[src/pkg/fdr_cfg.svh]
// Register offsets, field positions, reset values and timing for the fan drive block.
`ifndef FDR_CFG_SVH
`define FDR_CFG_SVH

// ********************************************************************
// Register byte offsets
// ********************************************************************
`define FDR_OFS_CONFIG    8'h00
`define FDR_OFS_LOCK      8'h04
`define FDR_OFS_MIN1      8'h08
`define FDR_OFS_MIN2      8'h0C
`define FDR_OFS_DRIVE3_FLOOR_SELECT      8'h10
`define FDR_OFS_STATUS    8'h14
`define FDR_OFS_TACH      8'h18

// ********************************************************************
// Field positions and reset values
// ********************************************************************
`define FDR_BIT_RAMP_EN   3
`define FDR_BIT_SYNC      4
`define FDR_BIT_FLOOR1    5
`define FDR_BIT_LOCK      0
`define FDR_RST_CONFIG    8'h00
`define FDR_RST_MIN       8'h80

// ********************************************************************
// Timing: one ramp slot, so that 1 step per slot covers 33 to 100 percent in 35 s
// ********************************************************************
`define FDR_SLOT_US       204678
`define FDR_CLK_MHZ       50
`define FDR_SLOT_CYC      (`FDR_SLOT_US * `FDR_CLK_MHZ)

// Slot increments per ramp rate code.
`define FDR_INC_0         8'h01
`define FDR_INC_1         8'h02
`define FDR_INC_2         8'h03
`define FDR_INC_3         8'h04
`define FDR_INC_4         8'h08
`define FDR_INC_5         8'h0C
`define FDR_INC_6         8'h18
`define FDR_INC_7         8'h30

`endif

[src/pkg/fdr_pkg.sv]
// Types shared by the fan drive ramp and floor control block.
package fdr_pkg;

  // Acoustic ramp and floor configuration register layout.
  typedef struct packed {
    logic       floor3;
    logic       floor2;
    logic       floor1;
    logic       sync;
    logic       ramp_en;
    logic [2:0] rate;
  } fdr_acfg_t;

  // One duty value per drive output, index 0 is drive 1.
  typedef logic [2:0][7:0] fdr_duty3_t;

  // Bus phase of the slave.
  typedef enum logic [0:0] {
    FDR_IDLE,
    FDR_DONE
  } fdr_bus_t;

endpackage : fdr_pkg

[src/rtl/fdr_pwm_chan.sv]
// One PWM drive output with duty latched at period start.
`timescale 1ns/1ns
module fdr_pwm_chan (
  // Clock and reset
  input  wire logic       clk,
  input  wire logic       sys_rst,
  // Duty request
  input  wire logic [7:0] duty,
  // Drive
  output logic            pwm_out,
  output logic            period_start
);

  typedef struct packed {
    logic [7:0] cnt;
    logic [7:0] duty_lat;
    logic       pwm;
    logic       start;
  } fdr_chan_st_t;

  fdr_chan_st_t st_r;
  fdr_chan_st_t st_nxt;

  // Period is 255 counts, so 0xFF stays high and 0x00 stays low. Duty is taken only
  // at wrap so that a change never cuts a period short.
  always_comb begin
    st_nxt       = st_r;
    st_nxt.start = 1'b0;
    if (st_r.cnt == 8'hFE) begin
      st_nxt.cnt      = 8'h00;
      st_nxt.duty_lat = duty;
      st_nxt.start    = 1'b1;
    end else begin
      st_nxt.cnt = st_r.cnt + 8'h01;
    end
    st_nxt.pwm = (st_nxt.cnt < st_nxt.duty_lat);
  end

  // State register.
  always_ff @(posedge clk or posedge sys_rst) begin
    if (sys_rst) begin
      st_r <= '0;
    end else begin
      st_r <= st_nxt;
    end
  end

  assign pwm_out      = st_r.pwm;
  assign period_start = st_r.start;

endmodule : fdr_pwm_chan

[src/rtl/fdr_top.sv]
// Fan drive ramp, floor select and tach sync block with its APB register file.
//
// Implementation choices: the APB register port and the address map.
`timescale 1ns/1ns
`include "fdr_cfg.svh"

// Behaviour
// Drive 1 steps toward its new duty by the chosen rate code's slot increment.
// Ramping on drive 1 only while the ramp enable bit 3 is one.
// Sync bit 4 set ties tach inputs 2, 3 and 4 to drive output 3.
// Sync bit clear ties only tach inputs 3 and 4; tach 2 runs free.
// Bit 5 picks off or minimum duty for drive 1 below start temperature.
// Bit 6 picks off or minimum duty for drive 2 below start temperature.
// Bit 7 picks off or minimum duty for drive 3 below start temperature.
// Minimum duty is linear over eight bits: 0x00 off, 0x80 half, 0xFF full.
// Once the lock bit is set, writes to the configuration register are ignored.
// Floor and sync changes apply from the next output period onward; floor changes reach the drive outputs only from the period after that.
module fdr_top #(
  parameter int unsigned SLOT_CYC = `FDR_SLOT_CYC
) (
  // Clock and reset
  input  wire logic                  clk,
  input  wire logic                  sys_rst,
  // APB slave
  input  wire logic                  psel,
  input  wire logic                  penable,
  input  wire logic                  pwrite,
  input  wire logic [7:0]            paddr,
  input  wire logic [31:0]           pwdata,
  output logic                       pready,
  output logic [31:0]                prdata,
  output logic                       pslverr,
  // Fan control loop
  input  wire logic                  auto_mode,
  input  wire logic [2:0]            below_start,
  input  wire fdr_pkg::fdr_duty3_t   calc_duty,
  // Fans
  input  wire logic                  speed_sense_in_2,
  input  wire logic                  speed_sense_in_3,
  input  wire logic                  speed_sense_in_4,
  output logic                       fan_drive_out_1,
  output logic                       fan_drive_out_2,
  output logic                       fan_drive_out_3
);

  // ********************************************************************
  // Parameter check
  // ********************************************************************
  if (SLOT_CYC < 1 || SLOT_CYC > 32'h00FFFFFF) begin : g_bad_slot
    $error("SLOT_CYC must lie between 1 and 2**24-1");
  end

  // ********************************************************************
  // State
  // ********************************************************************
  typedef struct packed {
    fdr_pkg::fdr_acfg_t  acfg;
    logic                lock;
    fdr_pkg::fdr_duty3_t min_duty;
    logic [7:0]          ramp_duty;
    logic [23:0]         slot_cnt;
    logic [2:0]          floor_lat;
    logic                sync_lat;
    logic [2:0]          tach_prev;
    fdr_pkg::fdr_duty3_t tach_cnt;
    fdr_pkg::fdr_bus_t   bus;
    logic [31:0]         rdata;
    logic                slverr;
  } fdr_st_t;

  fdr_st_t             st_r;
  fdr_st_t             st_nxt;
  fdr_pkg::fdr_duty3_t duty_req;
  logic [2:0]          pwm_q;
  logic [2:0]          per_start;
  logic [2:0]          tach_in;
  logic [2:0]          tach_tied;
  logic [7:0]          target1;
  logic [7:0]          step;
  logic                slot_tick;
  logic                bus_done;
  logic                map_hit;
  logic [31:0]         rd_val;

  localparam logic [23:0] SLOT_LAST = 24'(SLOT_CYC - 1);

  // Slot increment for each ramp rate code.
  function automatic logic [7:0] fdr_rate_inc(input logic [2:0] code);
    logic [7:0] inc;
    inc = `FDR_INC_0;
    unique case (code)
      3'h0: inc = `FDR_INC_0;
      3'h1: inc = `FDR_INC_1;
      3'h2: inc = `FDR_INC_2;
      3'h3: inc = `FDR_INC_3;
      3'h4: inc = `FDR_INC_4;
      3'h5: inc = `FDR_INC_5;
      3'h6: inc = `FDR_INC_6;
      3'h7: inc = `FDR_INC_7;
    endcase
    return inc;
  endfunction : fdr_rate_inc

  // ********************************************************************
  // Drive outputs
  // ********************************************************************
  assign tach_in = {speed_sense_in_4, speed_sense_in_3, speed_sense_in_2};

  // Floor choice per output uses the select latched at that output's period start.
  for (genvar i = 0; i < 3; i++) begin : g_chan
    logic [7:0] floor_duty;
    assign floor_duty = st_r.floor_lat[i] ? st_r.min_duty[i] : 8'h00;
    assign duty_req[i] = (i == 0) ? st_r.ramp_duty
                       : ((auto_mode && below_start[i]) ? floor_duty : calc_duty[i]);

    fdr_pwm_chan u_chan (
      .clk          (clk),
      .sys_rst      (sys_rst),
      .duty         (duty_req[i]),
      .pwm_out      (pwm_q[i]),
      .period_start (per_start[i])
    );
  end

  assign fan_drive_out_1 = pwm_q[0];
  assign fan_drive_out_2 = pwm_q[1];
  assign fan_drive_out_3 = pwm_q[2];

  // Drive 1 target before ramping.
  assign target1 = (auto_mode && below_start[0]) ? g_chan[0].floor_duty : calc_duty[0];
  assign step      = fdr_rate_inc(st_r.acfg.rate);
  assign slot_tick = (st_r.slot_cnt == SLOT_LAST);

  // Tach 2 is tied to drive 3 only with sync set; tach 3 and 4 always are.
  assign tach_tied = {1'b1, 1'b1, st_r.sync_lat};

  // ********************************************************************
  // Register decode
  // ********************************************************************
  assign bus_done = psel && penable && (st_r.bus == fdr_pkg::FDR_DONE);

  // Read mux; unmapped offsets read zero and answer with an error.
  always_comb begin
    rd_val  = 32'h0000_0000;
    map_hit = 1'b1;
    unique case (paddr)
      `FDR_OFS_CONFIG: rd_val = {24'h000000, st_r.acfg};
      `FDR_OFS_LOCK:   rd_val = {31'h00000000, st_r.lock};
      `FDR_OFS_MIN1:   rd_val = {24'h000000, st_r.min_duty[0]};
      `FDR_OFS_MIN2:   rd_val = {24'h000000, st_r.min_duty[1]};
      `FDR_OFS_DRIVE3_FLOOR_SELECT:   rd_val = {24'h000000, st_r.min_duty[2]};
      `FDR_OFS_STATUS: rd_val = {21'h00000, tach_tied, st_r.ramp_duty};
      `FDR_OFS_TACH:   rd_val = {8'h00, st_r.tach_cnt};
      default:         map_hit = 1'b0;
    endcase
  end

  // ********************************************************************
  // Next state
  // ********************************************************************
  always_comb begin
    st_nxt = st_r;

    // APB: one wait cycle, then the completing edge carries the write.
    st_nxt.slverr = 1'b0;
    if (bus_done) begin
      st_nxt.bus = fdr_pkg::FDR_IDLE;
    end else if (psel && penable) begin
      st_nxt.bus    = fdr_pkg::FDR_DONE;
      st_nxt.rdata  = pwrite ? 32'h0000_0000 : rd_val;
      st_nxt.slverr = !map_hit;
    end
    if (bus_done && pwrite && map_hit && !st_r.lock) begin
      unique case (paddr)
        `FDR_OFS_CONFIG: st_nxt.acfg = fdr_pkg::fdr_acfg_t'(pwdata[7:0]);
        `FDR_OFS_MIN1:   st_nxt.min_duty[0] = pwdata[7:0];
        `FDR_OFS_MIN2:   st_nxt.min_duty[1] = pwdata[7:0];
        `FDR_OFS_DRIVE3_FLOOR_SELECT:   st_nxt.min_duty[2] = pwdata[7:0];
        default:         st_nxt.lock = st_r.lock;
      endcase
    end
    // Lock is sticky until reset; once set nothing above is writable.
    if (bus_done && pwrite && (paddr == `FDR_OFS_LOCK) && pwdata[`FDR_BIT_LOCK]) begin
      st_nxt.lock = 1'b1;
    end

    // Floor selects and sync take effect only at a period boundary.
    for (int i = 0; i < 3; i++) begin
      if (per_start[i]) begin
        st_nxt.floor_lat[i] = st_r.acfg[`FDR_BIT_FLOOR1 + i];
      end
    end
    if (per_start[2]) begin
      st_nxt.sync_lat = st_r.acfg.sync;
    end

    // Slot timer runs freely so the ramp pace does not depend on requests.
    st_nxt.slot_cnt = slot_tick ? 24'h000000 : st_r.slot_cnt + 24'h000001;

    // Drive 1 ramp; without enable the target passes straight through.
    if (!st_r.acfg.ramp_en) begin
      st_nxt.ramp_duty = target1;
    end else if (slot_tick) begin
      if (target1 > st_r.ramp_duty) begin
        st_nxt.ramp_duty = ((target1 - st_r.ramp_duty) > step) ?
                           st_r.ramp_duty + step : target1;
      end else if (target1 < st_r.ramp_duty) begin
        st_nxt.ramp_duty = ((st_r.ramp_duty - target1) > step) ?
                           st_r.ramp_duty - step : target1;
      end
    end

    // Tach edges count only while drive 3 is high when tied; free running otherwise.
    st_nxt.tach_prev = tach_in;
    for (int i = 0; i < 3; i++) begin
      if (tach_in[i] && !st_r.tach_prev[i] && (pwm_q[2] || !tach_tied[i])) begin
        st_nxt.tach_cnt[i] = st_r.tach_cnt[i] + 8'h01;
      end
    end
  end

  // ********************************************************************
  // State register
  // ********************************************************************
  always_ff @(posedge clk or posedge sys_rst) begin
    if (sys_rst) begin
      st_r          <= '0;
      st_r.acfg     <= fdr_pkg::fdr_acfg_t'(`FDR_RST_CONFIG);
      st_r.min_duty <= {`FDR_RST_MIN, `FDR_RST_MIN, `FDR_RST_MIN};
      st_r.bus      <= fdr_pkg::FDR_IDLE;
    end else begin
      st_r <= st_nxt;
    end
  end

  assign pready  = (st_r.bus == fdr_pkg::FDR_DONE);
  assign prdata  = st_r.rdata;
  // The error flag is only ever set together with the completion state, so it drives the pin alone.
  assign pslverr = st_r.slverr;

endmodule : fdr_top

[config.mk]
export PLATFORM = sky130hd
export DESIGN_NAME = fdr_top
export DESIGN_NICKNAME = d
export VERILOG_FILES = /design/src/pkg/fdr_pkg.sv /design/src/rtl/fdr_pwm_chan.sv /design/src/rtl/fdr_top.sv
export VERILOG_INCLUDE_DIRS = /design/src /design/src/pkg
export SDC_FILE = /design/constraint.sdc
export NUM_CORES = 1
export LEC_CHECK = 0
export BUFFER_PORTS_ARGS = -buffer_cell sky130_fd_sc_hd__buf_4
export CORE_MARGIN = 3
export CORE_UTILIZATION = 48
export CTS_CLUSTER_DIAMETER = 40
export DETAILED_ROUTE_END_ITERATION = 16
export PLACE_DENSITY_LB_ADDON = 0.3
export SLEW_MARGIN = 25
export SYNTH_ARGS = -nofsm -noshare
export SYNTH_HDL_FRONTEND = slang
export SYNTH_HIERARCHICAL = 1
export SYNTH_SLANG_ARGS = --single-unit
[constraint.sdc]
create_clock -name clk -period 4.3 [get_ports clk]
set_input_delay 0.645 -clock clk [delete_from_list [all_inputs] [get_ports clk]]
set_output_delay 0.645 -clock clk [all_outputs]
set_load 0.02 [all_outputs]
After elaboration in Yosys (flattened, before gate mapping) --
Memories as Yosys holds them, arrays and structs flattened. Index checks and enable logic that the tools add are counted.
Storage, ports and cells: memory bits (read-only) 48, register bits after elaboration 184, memories kept 1, logic and storage cells 128
Operators by class: add/sub/neg operators 11, $lt $le $gt $ge 7, muxes and demuxes 29, reductions and logical operators 32, bitwise logic cells 1, equality and inequality tests 12
Memory list:
- (name not given) | depth 8, bits a word 6, read ports 1, clocked after memory_dff 0, wr ports 0, line fdr_top.sv:91 | unique case (code)
Operators with widths (count):
- 24-bit case mux with 7 select lines | 1
- 8-bit two-way mux | 18
- 8-bit by 1-bit adder with 8-bit output (second input constant) | 6
- 34-bit two-way mux | 1
- 8-bit < comparator | 4
- 32-bit two-way mux | 1
- 24-bit by 1-bit adder with 24-bit output (second input constant) | 1
- 24-bit equality test (second input constant) | 1
- 8-bit by 5-bit equality test with 1-bit output (second input constant) | 3
- 8-bit equality test (second input constant) | 3
- 8-bit > comparator | 3
- 24-bit two-way mux | 1
- 8-bit subtractor | 3
- 8-bit by 4-bit equality test with 1-bit output (second input constant) | 2
- 1-bit logical AND | 16
- 2-bit AND reduction | 6
- 8-bit adder | 1
- 8-bit by 3-bit equality test with 1-bit output (second input constant) | 1
- 8-bit logical NOT | 1
- 1-bit two-way mux | 7
- 7-bit OR reduction | 1
- 1-bit logical NOT | 6
- 3-bit by 1-bit inequality test with 1-bit output (second input constant) | 1
- 2-bit by 1-bit inequality test with 1-bit output (second input constant) | 1
- other kinds (3) | 3

Logic depth before layout (Yosys ltp) --
word-level depth 9, depth in mapped cells 22, depth with buffers taken out 20

Hierarchy --
Netlist, hierarchy kept.
By module, submodules not included:
- fdr_top | area an instance 7632.3 µm², cells an instance 800, instances 1
- fdr_pwm_chan | area an instance 934.6 µm², cells an instance 87, instances 3

Least setup slack after synthesis --
No wires, ideal clock.
path kind in2reg, start point input auto_mode, end point register st_r (netlist bit duty_req[0]), arrival time 4047 ps, setup time 96 ps, setup slack 157 ps, stages 21, buffers on the path 2, cells stage by stage buf_6 > a21bo_1 > and2_2 > inv_1 > ha_1 > nor2b_1 > a31o_1 > o2bb2ai_1 > nand2_1 > nand2_1 > a21oi_1 > xnor2_1 > ha_1 > a21o_1 > mux2i_1 > a21oi_1 > a211o_2 > a211oi_4 > buf_6 > a21oi_2 > a311oi_2
On the way: longest elaborated chain between the ends 9
Ends and longest elaborated chain:
- start, declared | line fdr_top.sv:34 | input wire logic auto_mode,
- 1-bit logical AND * | line fdr_top.sv:130 | assign target1 = (auto_mode && below_start[0]) ? g_chan[0].floor_duty : calc_duty[0];
- 8-bit two-way mux * | line fdr_top.sv:130
- 8-bit subtractor | line fdr_top.sv:208 | st_nxt.ramp_duty = ((st_r.ramp_duty - target1) > step) ?
- 8-bit > comparator | line fdr_top.sv:208
- 8-bit two-way mux | line fdr_top.sv:208
- 8-bit two-way mux | line fdr_top.sv:207 | end else if (target1 < st_r.ramp_duty) begin
- 8-bit two-way mux | line fdr_top.sv:204 | if (target1 > st_r.ramp_duty) begin
- 8-bit two-way mux | line fdr_top.sv:203 | end else if (slot_tick) begin
- 8-bit two-way mux | line fdr_top.sv:201 | if (!st_r.acfg.ramp_en) begin
- end signal, assigned | line fdr_top.sv:232 | st_r <= st_nxt;
- end, declared | line fdr_top.sv:71 | fdr_st_t st_r;
Mark *: on every way between the ends. The rest lies on a longest branch, timed or not. The select of a mux whose other input is x is not followed. A chain may end at the register's enable or synchronous reset.

==> out/qor.yml <==
status: "completed"
hold_path_class: "in2reg"
cp.required_ps: 4630
ys_top_cells_by_area: "dfrtp_1 41%, ha_1 8.2%, mux2_2 4.5%"
fin_crit_sh_pct: 95.1
cts_setup_buffers: 0
synth-xor-area-share_pct: 5.45
dr_wl_met2_mm: 11.1
powerDensity_nw_per_um2: 324
start_util_pct: 49.2
synthTopCellsByCount: "173 x dfrtp_1, 122 x nand2_1, 70 x inv_1"
clk_latency_ps: 440
synth_compound_area_share_pct: 13.4
synth-seq-cells: 176
drc: 0
hold_viol_final: 0
maxUsedRoutingLayer: "met4"
wl_per_cell_um: 17.1
syn_area_um2: 10400
synth_top_area_cell: "dfrtp_1"
postSynthAreaPerCell_um2: 9.84
drtPass1Iterations: 5
yosysSeqAreaShare_pct: 42.2
synth_edf_count: 0
rows: 53
clock-skew-final_ps: 13.1
worstSetupEndpointType: "flop"
synthAdderAreaFrac_pct: 8.73
path_cells: "nand4_1 > and2_2 > inv_1 > ha_1 > or2_2 > a21oi_1 > a21oi_1 > a21o_1 > a21oi_1 > xnor2_1 > ha_1 > nand4_1 > o21ai_0 > o221ai_2 > nor2_1 > a221o_2 > and2_4 > a311oi_2"
die_w_um: 153
drive_gt1_share_pct: 20.5
regArea_um2: 4410
cp_max_fo: 5
crit_path_max_incr_delay_ps: 470
tightest_slew_ps: 854
io_buffers: 80
ir_drop_uv: 211
routabilityCongestion: 0.883
p_leak_nw: 5.87
coreArea_um2: 21200
critPathKind: "reg2reg"
synth_mux_area_share_pct: 6.93
grt_setup_unrepaired: "true"
grt_pass1_vias: 7825
synth_ff_type: "dfrtp_1"
htree_levels: 4
placedCellCount: 1402
async_flop_share_pct: 100
drt-met1-wl_mm: 11.5
cts_hold_buffers: 0
grt_first_pass_wirelength_mm: 39.9
slowest_stage: "dfrtp_1"
die_height_um: 153
num-fill-cells: 1849
drt-total-wl_mm: 24.5
path_clk_slew_ps: 80
synth_top_family_by_area: "simple AND/OR/NAND/NOR gates"
place_area_um2: 11300
cts_sinks: 176
synth-simple-area-share_pct: 16.8
fmax_ghz: 0.245
drtIter0Drc: 529
grt-ovfl-total: 0
cp.arrival_ps: 4420
start_kind: "flop"
syn_inst: 1061
grt_max_degree: 73
slew_viol_final: 0
hpwl_mm: 18.3
clockBufferDepth: 2
n_antenna_cell: 0
multiInputGateArea_um2: 5410
fin_ws_ps: 213
final_cells: 1434
cpMostUsedCell: "a21oi_1"
yosys_warnings: 6
numCtsBuffers: 17
yosysUniqueCellTypes: 80
pre_cts_slack_ps: -151
antenna_found_initial: 0
vias: 7928
maxCapViolations: 0
track_usage_pct: 20.9
yosys.cell_count.top_type: "dfrtp_1"
slew_headroom_pct: 42.6
cts_tree: "yes"
syn_to_final_growth_pct: 14.7
die_area_um2: 23500
io_pins: 113
r2r_setup_slack_ps: 210
setup_viol: 0
viasPerCell: 5.53
synth_top_area_share_pct: 41.5
finalCriticalPeriod_ps: 4090
wl_met3_mm: 1.43
design_area_um2: 12000
fin_nets: 1293
ant_nets: 0
cts_root_buf: "clkbuf_16"
## cells in the final DEF, fill, tap and decap left out, types with 26 or more instances in the layout
cell type | Yosys | layout
buf_4 | 32 | 122
xnor2_1 | 39 | 39
o21ai_0 | 54 | 54
ha_1 | 68 | 68
mux2_2 | 42 | 42
inv_1 | 70 | 69
nand3_1 | 28 | 28
xor2_1 | 26 | 26
dfrtp_1 | 173 | 173
a21oi_1 | 41 | 40
nor2_1 | 69 | 69
nand2_1 | 122 | 122
## final cells by class
class	instances	area share, %
Timing Repair Buffer	123	7.82
Clock buffer	18	3.67
Multi-Input combinational cell	758	45.2
Sequential cell	176	36.8
Tap cell	275	2.87
Clock inverter	14	1.44
Inverter	70	2.22
## flip-flops by register name, indices dropped and copies added (netlist names)
signal	cells
g_chan.u_chan/pwm_out	3
duty_req	8
pready	1
prdata	24
g_chan.u_chan/st_r	48
pslverr	1
g_chan.u_chan/period_start	3
st_r	88
## timing repair
action	in CTS	in global routing
endpoints found under the hold margin	0	0
resized for setup	0	4
endpoints found under the setup margin	0	7
## logic make-up after synthesis
family,count (synthesis)
flops,176
simple gates,345
mux,67
other cells,1
fa+ha+maj,71
xor+xnor,65
buf+inv,134
compound gates,202
## per-stage QoR
stage	hold slack [ps]	power, mW	setup TNS (ps)	util [%]
final	329	3.88	0	56.4
after global routing	305	4.04	-54.9	56.4
after CTS	307	3.89	0	56.4
after detailed placement	470	2.33	-744	53.5
after global placement	464	2.32	-287	53.5
after floorplan	446	2.13	0	-
## power by group
part	switching [mW]	internal [mW]
Sequential	0.0463	1.69
Combinational	0.319	0.263
Clock	0.761	0.799
Total	1.13	2.75
## metal layers
layer  vias up  GRT usage [%]
met5         -              0
met4         0           5.26
met3        27           4.30
met2       213           32.9
met1      3831           29.7
li1       3857              -
## final timing paths
check | start | end | cells past startpoint
max in group asynchronous | sys_rst | st_r[120] | 3
min | speed_sense_in_4 | st_r[60] | 1
max | st_r[98] | duty_req[0] | 18
min in group asynchronous | sys_rst | g_chan[1].u_chan/st_r[9] | 2
max reg2reg | st_r[98] | duty_req[0] | 18
min reg2reg | st_r[57] | st_r[57] | 1
## worst max-delay path, delay by kind of cell, from the launching register on
kind	cells	cell delay [ps]
AOI/OAI and AO/OA	8	1730
xor gates and xnor gates	1	140
adders and majority gates	2	510
buffers and inverters	1	70
DFF	1	470
and+or+nand+nor	6	1050
Power figures use the tool's default switching activity.
